File: config.mk
export PLATFORM = sky130hd
export DESIGN_NAME = adc_cycle_ctrl
export DESIGN_NICKNAME = d
export VERILOG_FILES = /design/src/adc_cycle_pkg.sv /design/src/adc_cycle_ctrl.sv /design/src/pin_sync.sv /design/src/word_fifo.sv
export SDC_FILE = /design/constraint.sdc
export NUM_CORES = 1
export LEC_CHECK = 0
export ABC_AREA = 1
export BUFFER_PORTS_ARGS = -buffer_cell sky130_fd_sc_hd__buf_2
export CORE_ASPECT_RATIO = 1.2
export CORE_MARGIN = 2
export CORE_UTILIZATION = 51
export CTS_BUF_LIST = sky130_fd_sc_hd__clkbuf_2
export CTS_CLUSTER_DIAMETER = 80
export DETAILED_ROUTE_END_ITERATION = 10
export PLACE_DENSITY = 0.7
export SYNTH_ARGS = -nofsm -noshare
export SYNTH_HDL_FRONTEND = slang
export SYNTH_SLANG_ARGS = --single-unit
File: constraint.sdc
create_clock -name i_sys_clk -period 3.4 [get_ports i_sys_clk]
set_input_delay 0.34 -clock i_sys_clk [delete_from_list [all_inputs] [get_ports i_sys_clk]]
set_output_delay 0.34 -clock i_sys_clk [all_outputs]
set_load 0.01 [all_outputs]
File: src/adc_cycle_pkg.sv
// Shared constants and types for the converter control block
package adc_cycle_pkg;
  // Bus address, byte framing, result widths and codes
  localparam logic [6:0] SLAVE_ADDR = 7'h14;
  localparam logic [3:0] BYTE_BITS = 4'h8;
  localparam logic [3:0] RES_TOP_IDX = 4'hf;
  localparam logic [3:0] RES_MID_IDX = 4'h8;
  localparam logic [3:0] RES_LOW_TOP_IDX = 4'h7;
  localparam int RES_W = 16;
  localparam int MOD_W = 18;
  localparam int FIFO_W = 18;
  localparam int FIFO_DEPTH = 4;
  localparam logic [15:0] CODE_FULL = 16'hffff;
  localparam logic [15:0] CODE_ZERO = 16'h0000;
  // Rate select values
  localparam logic RATE_FAST = 1'b0;
  localparam logic RATE_SLOW = 1'b1;
  // Timing, figures in microseconds and cycles at the system clock
  localparam int CLK_MHZ = 100;
  localparam int POR_US = 500;
  localparam int CONV_FAST_US = 16600;
  localparam int CONV_SLOW_US = 33200;
  localparam int POR_CYC = POR_US * CLK_MHZ;
  localparam int CONV_FAST_CYC = CONV_FAST_US * CLK_MHZ;
  localparam int CONV_SLOW_CYC = CONV_SLOW_US * CLK_MHZ;
  // Device phases and serial link states
  typedef enum logic [1:0] {PH_POR, PH_CONV, PH_SLEEP, PH_IO} phase_type;
  typedef enum logic [2:0] {
    L_IDLE, L_ADDR, L_AACK, L_WRITE, L_WACK, L_READ, L_MACK, L_IGNORE
  } link_type;
endpackage

File: src/adc_cycle_ctrl.sv
// Converter cycle sequencer with two-wire serial slave port
`timescale 1ns/1ns
`default_nettype none
// Notes on behaviour
// - Cycle conversion, sleep, then addressed input/output
// - Power-up: fast rate, one conversion unasked
// - Sleep after conversion until addressed
// - Sleeping keeps latest result unchanged
// - Refuse address during power-on reset or conversion, else acknowledge
// - Fixed seven-bit address, then direction bit
// - Read shifts sixteen bits, top bit first
// - Write takes exactly one byte, rising edges
// - Last written bit picks slow or fast
// - Convert on stop after transfer, or full read
// - Write, repeat start, read uses new rate
// - Power-on reset interval clears, then converts
// - Slow rate adds offset calibration, twice the time
// - Result clamps to zero and full code
// - Data line only pulled low or released
// - Slave only; clock input only; result only
// - Repeated start acts as start
// - Eight bits then one acknowledge bit
// - Data changes only while clock low
// - Works up to fast-mode bus rates
// - Data line released except data or acknowledge
module adc_cycle_ctrl #(
  parameter int POR_CYCLES = adc_cycle_pkg::POR_CYC,
  parameter int CONV_FAST_CYCLES = adc_cycle_pkg::CONV_FAST_CYC,
  parameter int CONV_SLOW_CYCLES = adc_cycle_pkg::CONV_SLOW_CYC
) (
  input wire logic i_sys_clk,
  input wire logic i_sys_rst,
  input wire logic i_scl,
  input wire logic i_sda,
  output logic o_sda,
  output logic o_sda_oe,
  input wire logic i_mod_valid,
  output logic o_mod_ready,
  input wire logic signed [adc_cycle_pkg::MOD_W-1:0] i_mod_value,
  output logic o_conv_active,
  output logic o_slow_rate_select,
  output logic o_offset_cal
);
  // ==========================================================
  // Declarations
  adc_cycle_pkg::phase_type phase, next_phase;
  adc_cycle_pkg::link_type link, next_link;
  logic [1:0] pins_s;
  logic scl_s, sda_s, scl_d, sda_d;
  logic scl_rise, scl_fall, start_det, stop_det;
  logic [3:0] bit_cnt, next_bit_cnt, rd_idx, next_rd_idx;
  logic [7:0] shift_in, next_shift_in;
  logic sda_drive, next_sda_drive;
  logic sel_valid, next_sel_valid, rd_dir, next_rd_dir, wrote, next_wrote;
  logic slow_rate_select, next_slow_rate_select;
  logic conv_slow, next_conv_slow;
  logic [31:0] tmr, next_tmr;
  logic [adc_cycle_pkg::RES_W-1:0] result, next_result;
  logic cal, next_cal;
  logic addr_hit, addr_ack, start_conv, conv_done, fifo_flush;
  logic fifo_valid;
  logic [adc_cycle_pkg::FIFO_W-1:0] fifo_data;

  // Saturate a signed modulator value to the unsigned result range
  function automatic logic [adc_cycle_pkg::RES_W-1:0] clamp_code(
    input logic signed [adc_cycle_pkg::MOD_W-1:0] v);
    if (v < 0) return adc_cycle_pkg::CODE_ZERO;
    if (v > $signed({2'b00, adc_cycle_pkg::CODE_FULL})) return adc_cycle_pkg::CODE_FULL;
    return v[adc_cycle_pkg::RES_W-1:0];
  endfunction

  // ==========================================================
  // Pin sampling; 100 MHz oversamples a 400 kHz clock widely
  pin_sync #(.W(2), .IDLE(2'h3)) u_sync (
    .i_sys_clk(i_sys_clk),
    .i_sys_rst(i_sys_rst),
    .i_async({i_scl, i_sda}),
    .o_sync(pins_s)
  );
  assign scl_s = pins_s[1];
  assign sda_s = pins_s[0];

  // Delayed copies for edge finding
  always_ff @(posedge i_sys_clk) begin
    if (i_sys_rst) begin
      scl_d <= 1'b1;
      sda_d <= 1'b1;
    end else begin
      scl_d <= scl_s;
      sda_d <= sda_s;
    end
  end

  // Clock edges; data moving with clock high marks start or stop
  assign scl_rise = scl_s && !scl_d;
  assign scl_fall = !scl_s && scl_d;
  assign start_det = scl_s && scl_d && sda_d && !sda_s;
  assign stop_det = scl_s && scl_d && !sda_d && sda_s;

  // ==========================================================
  // Result buffer between modulator and sequencer
  assign conv_done = (phase == adc_cycle_pkg::PH_CONV) && fifo_valid &&
                     (tmr >= (conv_slow ? 32'(CONV_SLOW_CYCLES - 1) : 32'(CONV_FAST_CYCLES - 1)));
  assign fifo_flush = start_conv || (phase == adc_cycle_pkg::PH_POR);

  word_fifo #(.WIDTH(adc_cycle_pkg::FIFO_W), .DEPTH(adc_cycle_pkg::FIFO_DEPTH)) u_fifo (
    .i_sys_clk(i_sys_clk),
    .i_sys_rst(i_sys_rst),
    .i_flush(fifo_flush),
    .i_wr_valid(i_mod_valid),
    .o_wr_ready(o_mod_ready),
    .i_wr_data(i_mod_value),
    .o_rd_valid(fifo_valid),
    .i_rd_ready(conv_done),
    .o_rd_data(fifo_data)
  );

  // ==========================================================
  // Serial link next state
  assign addr_hit = (shift_in[7:1] == adc_cycle_pkg::SLAVE_ADDR);
  always_comb begin
    next_link = link;
    next_bit_cnt = bit_cnt;
    next_rd_idx = rd_idx;
    next_shift_in = shift_in;
    next_sda_drive = sda_drive;
    next_sel_valid = sel_valid;
    next_rd_dir = rd_dir;
    next_wrote = wrote;
    next_slow_rate_select = slow_rate_select;
    addr_ack = 1'b0;
    start_conv = 1'b0;
    if (start_det) begin
      next_link = adc_cycle_pkg::L_ADDR;
      next_bit_cnt = '0;
      next_shift_in = '0;
      next_sda_drive = 1'b0;
      next_wrote = 1'b0;
    end else if (stop_det) begin
      next_link = adc_cycle_pkg::L_IDLE;
      next_sda_drive = 1'b0;
      next_sel_valid = 1'b0;
      next_wrote = 1'b0;
      start_conv = sel_valid;
    end else begin
      case (link)
        adc_cycle_pkg::L_ADDR, adc_cycle_pkg::L_WRITE: begin
          if (scl_rise) begin
            next_shift_in = {shift_in[6:0], sda_s};
            next_bit_cnt = bit_cnt + 4'h1;
          end else if (scl_fall && bit_cnt == adc_cycle_pkg::BYTE_BITS) begin
            next_bit_cnt = '0;
            if (link == adc_cycle_pkg::L_ADDR) begin
              if (addr_hit && (phase == adc_cycle_pkg::PH_SLEEP ||
                  phase == adc_cycle_pkg::PH_IO)) begin
                addr_ack = 1'b1;
                next_sda_drive = 1'b1;
                next_sel_valid = 1'b1;
                next_rd_dir = shift_in[0];
                next_link = adc_cycle_pkg::L_AACK;
              end else begin
                next_link = adc_cycle_pkg::L_IGNORE;
              end
            end else if (!wrote) begin
              next_slow_rate_select = shift_in[0];
              next_wrote = 1'b1;
              next_sda_drive = 1'b1;
              next_link = adc_cycle_pkg::L_WACK;
            end else begin
              next_link = adc_cycle_pkg::L_IGNORE;
            end
          end
        end
        adc_cycle_pkg::L_AACK: begin
          if (scl_fall) begin
            if (rd_dir) begin
              next_link = adc_cycle_pkg::L_READ;
              next_rd_idx = adc_cycle_pkg::RES_TOP_IDX;
              next_sda_drive = !result[adc_cycle_pkg::RES_TOP_IDX];
            end else begin
              next_link = adc_cycle_pkg::L_WRITE;
              next_sda_drive = 1'b0;
            end
          end
        end
        adc_cycle_pkg::L_WACK: begin
          if (scl_fall) begin
            next_sda_drive = 1'b0;
            next_link = adc_cycle_pkg::L_IGNORE;
          end
        end
        adc_cycle_pkg::L_READ: begin
          // Output bits change only on falling clock
          if (scl_fall) begin
            if (rd_idx == '0) begin
              next_sda_drive = 1'b0;
              next_sel_valid = 1'b0;
              next_link = adc_cycle_pkg::L_IGNORE;
              start_conv = 1'b1;
            end else if (rd_idx == adc_cycle_pkg::RES_MID_IDX) begin
              next_sda_drive = 1'b0;
              next_link = adc_cycle_pkg::L_MACK;
            end else begin
              next_rd_idx = rd_idx - 4'h1;
              next_sda_drive = !result[rd_idx - 4'h1];
            end
          end
        end
        adc_cycle_pkg::L_MACK: begin
          if (scl_rise) begin
            next_shift_in = {shift_in[6:0], sda_s};
          end else if (scl_fall) begin
            if (shift_in[0]) begin
              next_link = adc_cycle_pkg::L_IGNORE;
            end else begin
              next_rd_idx = adc_cycle_pkg::RES_LOW_TOP_IDX;
              next_sda_drive = !result[adc_cycle_pkg::RES_LOW_TOP_IDX];
              next_link = adc_cycle_pkg::L_READ;
            end
          end
        end
        adc_cycle_pkg::L_IDLE, adc_cycle_pkg::L_IGNORE: begin
          next_sda_drive = 1'b0;
        end
        default: begin
          next_link = adc_cycle_pkg::L_IDLE;
          next_sda_drive = 1'b0;
        end
      endcase
    end
  end

  // Serial link registers
  always_ff @(posedge i_sys_clk) begin
    if (i_sys_rst) begin
      link <= adc_cycle_pkg::L_IDLE;
      bit_cnt <= '0;
      rd_idx <= '0;
      shift_in <= '0;
      sda_drive <= 1'b0;
      sel_valid <= 1'b0;
      rd_dir <= 1'b0;
      wrote <= 1'b0;
      slow_rate_select <= adc_cycle_pkg::RATE_FAST;
    end else begin
      link <= next_link;
      bit_cnt <= next_bit_cnt;
      rd_idx <= next_rd_idx;
      shift_in <= next_shift_in;
      sda_drive <= next_sda_drive;
      sel_valid <= next_sel_valid;
      rd_dir <= next_rd_dir;
      wrote <= next_wrote;
      slow_rate_select <= next_slow_rate_select;
    end
  end

  // ==========================================================
  // Phase sequencer next state
  always_comb begin
    next_phase = phase;
    next_tmr = tmr + 32'h1;
    next_conv_slow = conv_slow;
    next_result = result;
    next_cal = 1'b0;
    case (phase)
      adc_cycle_pkg::PH_POR: begin
        if (tmr >= 32'(POR_CYCLES - 1)) begin
          next_phase = adc_cycle_pkg::PH_CONV;
          next_tmr = '0;
          next_conv_slow = slow_rate_select;
          next_cal = (slow_rate_select == adc_cycle_pkg::RATE_SLOW);
        end
      end
      adc_cycle_pkg::PH_CONV: begin
        if (conv_done) begin
          next_result = clamp_code(fifo_data);
          next_phase = adc_cycle_pkg::PH_SLEEP;
          next_tmr = '0;
        end
      end
      adc_cycle_pkg::PH_SLEEP: begin
        next_tmr = '0;
        if (addr_ack) next_phase = adc_cycle_pkg::PH_IO;
      end
      adc_cycle_pkg::PH_IO: begin
        next_tmr = '0;
        if (start_conv) begin
          next_phase = adc_cycle_pkg::PH_CONV;
          next_conv_slow = next_slow_rate_select;
          next_cal = (next_slow_rate_select == adc_cycle_pkg::RATE_SLOW);
        end
      end
      default: begin
        next_phase = adc_cycle_pkg::PH_POR;
        next_tmr = '0;
      end
    endcase
  end

  // Phase sequencer registers
  always_ff @(posedge i_sys_clk) begin
    if (i_sys_rst) begin
      phase <= adc_cycle_pkg::PH_POR;
      tmr <= '0;
      conv_slow <= adc_cycle_pkg::RATE_FAST;
      result <= adc_cycle_pkg::CODE_ZERO;
      cal <= 1'b0;
    end else begin
      phase <= next_phase;
      tmr <= next_tmr;
      conv_slow <= next_conv_slow;
      result <= next_result;
      cal <= next_cal;
    end
  end

  // ==========================================================
  // Outputs; the data line is only ever pulled low
  assign o_sda = 1'b0;
  assign o_sda_oe = sda_drive;
  assign o_conv_active = (phase == adc_cycle_pkg::PH_CONV);
  assign o_slow_rate_select = conv_slow;
  assign o_offset_cal = cal;
endmodule
`default_nettype wire

File: src/pin_sync.sv
// Two-flop synchroniser for asynchronous pin inputs
`timescale 1ns/1ns
`default_nettype none
module pin_sync #(
  parameter int W = 2,
  parameter logic [W-1:0] IDLE = '1
) (
  input wire logic i_sys_clk,
  input wire logic i_sys_rst,
  input wire logic [W-1:0] i_async,
  output logic [W-1:0] o_sync
);
  // ==========================================================
  // Synchroniser stages
  genvar g;
  generate
    for (g = 0; g < W; g++) begin : g_bit
      logic meta;
      always_ff @(posedge i_sys_clk) begin
        if (i_sys_rst) begin
          meta <= IDLE[g];
          o_sync[g] <= IDLE[g];
        end else begin
          meta <= i_async[g];
          o_sync[g] <= meta;
        end
      end
    end
  endgenerate
endmodule
`default_nettype wire

File: src/word_fifo.sv
// Small synchronous FIFO with valid and ready on both sides
`timescale 1ns/1ns
`default_nettype none
module word_fifo #(
  parameter int WIDTH = 18,
  parameter int DEPTH = 4
) (
  input wire logic i_sys_clk,
  input wire logic i_sys_rst,
  input wire logic i_flush,
  input wire logic i_wr_valid,
  output logic o_wr_ready,
  input wire logic [WIDTH-1:0] i_wr_data,
  output logic o_rd_valid,
  input wire logic i_rd_ready,
  output logic [WIDTH-1:0] o_rd_data
);
  localparam int AW = $clog2(DEPTH);
  logic [WIDTH-1:0] mem [DEPTH];
  logic [AW-1:0] wptr, rptr, next_wptr, next_rptr;
  logic [AW:0] count, next_count;
  logic push, pop;

  // ==========================================================
  // Handshake and pointer update
  assign o_wr_ready = (count != (AW+1)'(DEPTH)) && !i_flush;
  assign o_rd_valid = (count != '0);
  assign push = i_wr_valid && o_wr_ready;
  assign pop = o_rd_valid && i_rd_ready && !i_flush;
  assign o_rd_data = mem[rptr];

  always_comb begin
    next_wptr = wptr;
    next_rptr = rptr;
    next_count = count;
    if (i_flush) begin
      next_wptr = '0;
      next_rptr = '0;
      next_count = '0;
    end else begin
      if (push) next_wptr = (wptr == AW'(DEPTH - 1)) ? '0 : wptr + AW'(1);
      if (pop) next_rptr = (rptr == AW'(DEPTH - 1)) ? '0 : rptr + AW'(1);
      next_count = count + (AW+1)'(push) - (AW+1)'(pop);
    end
  end

  always_ff @(posedge i_sys_clk) begin
    if (i_sys_rst) begin
      wptr <= '0;
      rptr <= '0;
      count <= '0;
    end else begin
      wptr <= next_wptr;
      rptr <= next_rptr;
      count <= next_count;
    end
  end

  // Storage
  always_ff @(posedge i_sys_clk) begin
    if (push) mem[wptr] <= i_wr_data;
  end
endmodule
`default_nettype wire

# Yosys cells after proc, flatten, opt, wreduce, memory -nomap -nowiden
# Memories as Yosys holds them, arrays and structs flattened. A register that Yosys moved wholly into a read port is not among the register bits.
# Cells that the tools add are included.
# classes
div_mod_pow,0
n_eq_ne,48
multipliers,0
shifts,0
bitwise,4
order_cmp,5
mux,103
addsub,7
n_reduce_logical,54
# ops
op,n
case mux 32 bit (3 select lines),1
two-way mux 16 bit,4
two-way mux 32 bit,2
two-way mux 1 bit,55
two-way mux 4 bit,10
two-way mux 3 bit,12
"adder 32 x 1 -> 32 bit, second input constant",1
">= comparator 32 x 16 -> 1 bit, second input constant",1
>= comparator 32 x 22 -> 1 bit,1
"inequality test 3 bit, second input constant",10
"inequality test 4 bit, second input constant",7
"inequality test 2 bit, second input constant",13
two-way mux 22 bit,1
two-way mux 2 bit,10
"> comparator 18 x 17 -> 1 bit, second input constant",1
"less-than comparator 18 x 1 -> 1 bit, second input constant",1
AND reduction 9 bit,2
logical AND 1 bit,15
case mux 3 bit (5 select lines),1
"== test 3 bit, second input constant",4
case mux 4 bit (3 select lines),1
AND reduction 11 bit,1
AND reduction 10 bit,1
OR reduction 2 bit,5
other kinds (34),61
# totals
elab_cells,246
in_bits,23
out_inout_bits,6
mem_count,1
rom_bits,0
ff_bits,89
latchBits,0
ramBits,72
# mem_list
memory,depth,word_bits,read_ports,rd_clocked_by_memory_dff,wr,line,source
u_fifo.mem,4,18,1,1,1,word_fifo.sv:19,logic [WIDTH-1:0] mem [DEPTH];

# Depth between registers and ports, before layout
# logic_depth
ltp_word,12
depth_mapped,19
mapped_depth_nobuf,19

# Modules after synthesis
# Synthesis repeated with hierarchy kept, for this count alone.
# unflattened
cells_unflattened,924
area_unflattened_um2,7973.9
# modules_own_cells
module,seq_area_each_um2,n_inst,cells_each,area_each_um2
adc_cycle_ctrl,1561.5,1,668,4631.9
word_fifo,2342.2,1,243,3225.6
pin_sync,80.1,1,13,116.4

# Worst setup path before layout
# Ideal clock, no wire load.
# synth_timing
kind,register to register
start,reg conv_slow (netlist: o_slow_rate_select)
end,reg u_fifo.count[2]
setup_time_ns,0.116
required_ns,3.284
setup_slack_ns,0.344
stages_incl_launch_ff,19
arrival_ns,2.940
synth_period_minus_slack_ns,3.056
path_buffers,1
path_cell_list,dfxtp_1 > inv_1 > ha_1 > nand2_1 > nor2_1 > and2_1 > nand2_1 > nand2_1 > nand2_1 > nand2_2 > nand2_4 > buf_2 > o21ai_0 > nand2_1 > ha_1 > fa_1 > xnor2_1 > xor2_1 > nor2_1
# synth_between
elab_chain_cells,6
# synth_rtl
element,line,source
"start, declared",adc_cycle_ctrl.sv:56,"logic conv_slow, next_conv_slow;"
"start signal, assigned",adc_cycle_ctrl.sv:306,conv_slow <= adc_cycle_pkg::RATE_FAST;
"start signal, assigned",adc_cycle_ctrl.sv:312,conv_slow <= next_conv_slow;
two-way mux 22 bit,adc_cycle_ctrl.sv:103,(tmr >= (conv_slow ? 32'(CONV_SLOW_CYCLES - 1) : 32'(CONV_FAST_CYCLES - 1)));
>= comparator 32 x 22 -> 1 bit,adc_cycle_ctrl.sv:103,
logical AND 1 bit,adc_cycle_ctrl.sv:102,assign conv_done = (phase == adc_cycle_pkg::PH_CONV) && fifo_valid &&
logical AND 1 bit (2 in a row),word_fifo.sv:29,assign pop = o_rd_valid && i_rd_ready && !i_flush;
subtractor 3 x 1 -> 3 bit,word_fifo.sv:43,next_count = count + (AW+1)'(push) - (AW+1)'(pop);
"end signal, assigned",word_fifo.sv:55,count <= next_count;
"end, declared",word_fifo.sv:21,"logic [AW:0] count, next_count;"
# No other way between the ends.
# A chain may end at the register's enable or synchronous reset.

# Worst setup path in the final report
# layout_timing
start,reg rd_idx[0]
end,reg u_fifo.count[2]
# layout_between
elab_chain_cells,12
elab_cells_between_ends,14
cone_classes,2 x add/sub; 5 x mux; 7 x reduce/logical
# layout_rtl
element,line,source
"start, declared",adc_cycle_ctrl.sv:51,"logic [3:0] bit_cnt, next_bit_cnt, rd_idx, next_rd_idx;"
"start signal, assigned",adc_cycle_ctrl.sv:248,rd_idx <= next_rd_idx;
logical NOT 4 bit *,adc_cycle_ctrl.sv:195,if (rd_idx == '0) begin
two-way mux 1 bit *,adc_cycle_ctrl.sv:195,
two-way mux 1 bit *,adc_cycle_ctrl.sv:194,if (scl_fall) begin
two-way mux 1 bit *,adc_cycle_ctrl.sv:146,case (link)
two-way mux 1 bit *,adc_cycle_ctrl.sv:139,end else if (stop_det) begin
two-way mux 1 bit *,adc_cycle_ctrl.sv:133,if (start_det) begin
logical OR 1 bit *,adc_cycle_ctrl.sv:104,assign fifo_flush = start_conv || (phase == adc_cycle_pkg::PH_POR);
logical NOT 1 bit,"word_fifo.sv:26, word_fifo.sv:29",
logical AND 1 bit,word_fifo.sv:26,assign o_wr_ready = (count != (AW+1)'(DEPTH)) && !i_flush;
logical AND 1 bit,word_fifo.sv:28,assign push = i_wr_valid && o_wr_ready;
adder 3 x 1 -> 3 bit,word_fifo.sv:43,
subtractor 3 x 1 -> 3 bit,word_fifo.sv:43,
# Every way passes the cells marked *; elsewhere a longest branch is shown, timed or not.

==> out/metrics.cfg <==
[setup_path]
critPathSlowestCell=dfxtp_2
end_kind=register
worstRegToRegCells=16
cp_common_cell=nand2_1
worstSetupEndpoint=u_fifo.count[2]
cpLargestDelayFamily=adder cells
crit_cells=16
max_stage_delay_ps=450
reg2reg_from=rd_idx[0]
crit_chain=inv_1 > ha_1 > nand2_1 > nor2_1 > nand2_1 > o21ai_2 > nor2_1 > inv_1 > nor2_2 > nand2_1 > nand2_1 > ha_1 > fa_1 > xnor2_1 > xor2_1 > nor2_1
cp.arrival_ps=3550
worst-path-max-fanout=17
r2r_slack_ps=510
crit_type=reg2reg
r2r_end=u_fifo.count[2]
cp-start-kind=register
required_ps=4060
crit_buf_inv=2
startpoint=rd_idx[0]

[clocking]
cts-root-buf=clkbuf_2
clkTransAtPathRegs_ps=270
cts_made_buffers=17
insertion_delay_ps=760
cts_tree=done
cts_sinks=163
post_cts_buffers=0
ctsHtreeMaxLevel=4
clockBufferDepth=2

[sta]
max_freq_mhz=346
final-setup-viol-count=0
slew_violations=0
hold_viol_final=0
rsz0062_at_grt=false
worst_pin_slew_ps=1140
totalNegativeSetupSlack_ps=0
finalCriticalPeriod_ps=2890
fin_skew_ps=44.8
holdWs_ps=291
fin_crit_sh=0.851
relSlewSlack=0.233

[global_route]
antenna_found_initial=1
grt_usage=0.204
first_global_vias=5922
grt_max_degree=37
grt_pass1_wl_um=27500
overflow=0

[power]
powerDensity_mw_per_mm2=490
combinationalPowerShare=0.229
power.leakage_nw=3.32
switching_share=0.356
clock_power_share=0.251
vdd_drop_max_uv=413
intPower_mw=2.77
seqPwrFrac=0.520
net-switching-power_mw=1.53

[floorplan]
die_w_um=118
row_count=49
coreArea_mm2=0.0151
boundaryPins=29
dieArea_mm2=0.0166
die_h_um=141
start_util=0.525

[routing]
drt_wl_total_um=16600
drcViolationCount=0
dr_total_vias=6282
detail_route.wl_per_cell_um=13.7
dr.pass1.iters=7
drt_iter0_drc=426
antenna_left=0
via_per_inst=5.18

[worst_hold_path]
min_path_cells=3
hold_path.class=in2reg

[job]
drv_cap=0

[yosys]
synth-seq-cells=163
syn-instance-count=942
ys_top_cells_by_area=edfxtp_1 27%, dfxtp_1 23%, nor2_1 7.5%, nand2_1 5.8%, inv_1 5.3%
yosysTopAreaCell=edfxtp_1
synth.yosys.seq_area_share=0.501
synth_edf_count=72
synth.net_count=995
synth_top_area_share=0.272
dominantRegCellSynth=dfxtp_1
syn_area_per_cell_um2=8.43
synth_area_mm2=0.00794
ys.warnings.count=0
yosysUniqueCellTypes=47
async_reset_ff_frac=0

[layout]
fin_nets=1047
final_core_util=0.579
final_cells=1212
design_area_mm2=0.00876
drive_above_1_share=0.118
area_growth_pct=10.3

[placed_design]
place_inst=1157
portBuffers=27
dpl_cell_area_mm2=0.00828
place.gp.congestion=0.927
hpwl_um=11300

[run_status]
status=completed

logic make-up (layout without fill, tap and decap cells):
group                      count (synthesis)  in the layout  synth area share
other                                      1              2          0.000472
AOI/OAI and AO/OA                        167            167             0.115
and+or+nand+nor                          409            409             0.231
xor gates and xnor gates                  30             30            0.0331
buffers and inverters                    142            207            0.0717
DFF                                      163            163             0.501
adders and majority gates                 30             30            0.0482
stage by stage:
step	setup WS [ps]	power [mW]
after global routing	188	4.55
after CTS	373	4.32
after global placement	517	3.21
final	508	4.30
after floorplan	344	3.02
after detailed placement	419	3.23
worst min path at each step:
stage                                      end                 start  slack, ps
final                     u_sync.g_bit[0].meta                 i_sda        290
after global placement        u_sync.o_sync[1]  u_sync.g_bit[1].meta        410
after detailed placement      u_sync.o_sync[0]  u_sync.g_bit[0].meta        400
after floorplan               u_sync.o_sync[0]  u_sync.g_bit[0].meta        390
after global routing          u_fifo.mem[3][5]        i_mod_value[5]        230
after CTS                 u_sync.g_bit[0].meta                 i_sda        260
cell usage in the layout (no fill, tap or decap), types with 3 or more instances in the layout:
cell,Yosys,layout
a21oi_1,51,51
a31oi_1,18,18
buf_2,8,27
buf_4,1,11
clkbuf_2,0,17
clkinv_8,0,4
dfxtp_1,91,90
dlygate4sd3_1,0,22
edfxtp_1,72,72
ha_1,29,29
inv_1,112,112
inv_6,0,4
inv_8,0,5
nand2_1,122,122
nand2_2,5,5
nand2_4,3,3
nand3_1,30,30
nand4_1,18,18
nor2_1,159,159
nor2_2,23,23
nor2_4,3,3
nor3_1,26,26
nor4_1,4,4
o211ai_1,4,4
o21ai_0,77,77
o21ai_1,7,7
or2_2,8,8
xnor2_1,9,9
xor2_1,21,21
layer usage:
layer / vias to the layer above / GRT usage / share of wire
met5: - / 0 / 0
met4: 0 / 0.0609 / 0.013
met3: 19 / 0.0437 / 0.048
met2: 159 / 0.366 / 0.50
met1: 2882 / 0.248 / 0.44
li1: 3222 / - / -
state kept, by name (all words and copies together), names as in the netlist, 3 cells and up, named ones only:
register	count
u_fifo.mem	72
tmr	32
result	16
shift_in	8
bit_cnt	4
rd_idx	4
link	3
u_fifo.count	3
what timing repair did:
item	in CTS	in global routing
setup endpoints to repair	0	1
resized for setup	0	1
hold endpoints to repair	86	0
hold buffers	22	0
power groups by stage:
stage | registers [mW] | logic [mW] | clock network [mW]
CTS | 2.23 | 0.985 | 1.10
finish | 2.23 | 0.983 | 1.08
floorplan | 2.26 | 0.760 | 0
global route | 2.25 | 1.12 | 1.18
global placement | 2.27 | 0.945 | 0
detailed placement | 2.27 | 0.961 | 0
cells in the mapped netlist (8+ instances only):
master	n
nor2_1	159
nand2_1	122
inv_1	112
dfxtp_1	91
o21ai_0	77
edfxtp_1	72
a21oi_1	51
nand3_1	30
ha_1	29
nor3_1	26
nor2_2	23
xor2_1	21
a31oi_1	18
nand4_1	18
clkbuf_1	12
xnor2_1	9
buf_2	8
or2_2	8
cell type report:
type                            count  area, µm²
Sequential cell                   163       3990
Clock inverter                     15        174
Tap cell                          204        255
Multi-Input combinational cell    637       3390
Clock buffer                       17       85.1
Antenna cell                        1       2.50
Timing Repair Buffer               60        438
Inverter                          115        432
Fill cell                        1390       6380
worst reg2reg max path, cell delays in order, from the launching register on:
cell     delay, ps
dfxtp_2        450
inv_1          160
ha_1           160
nand2_1         80
nor2_1         120
nand2_1         90
o21ai_2        170
nor2_1          80
inv_1          150
nor2_2          80
nand2_1        110
nand2_1         70
ha_1           230
fa_1           430
xnor2_1        200
xor2_1         160
nor2_1          60
Note: power is estimated with default switching activity, not from simulation.
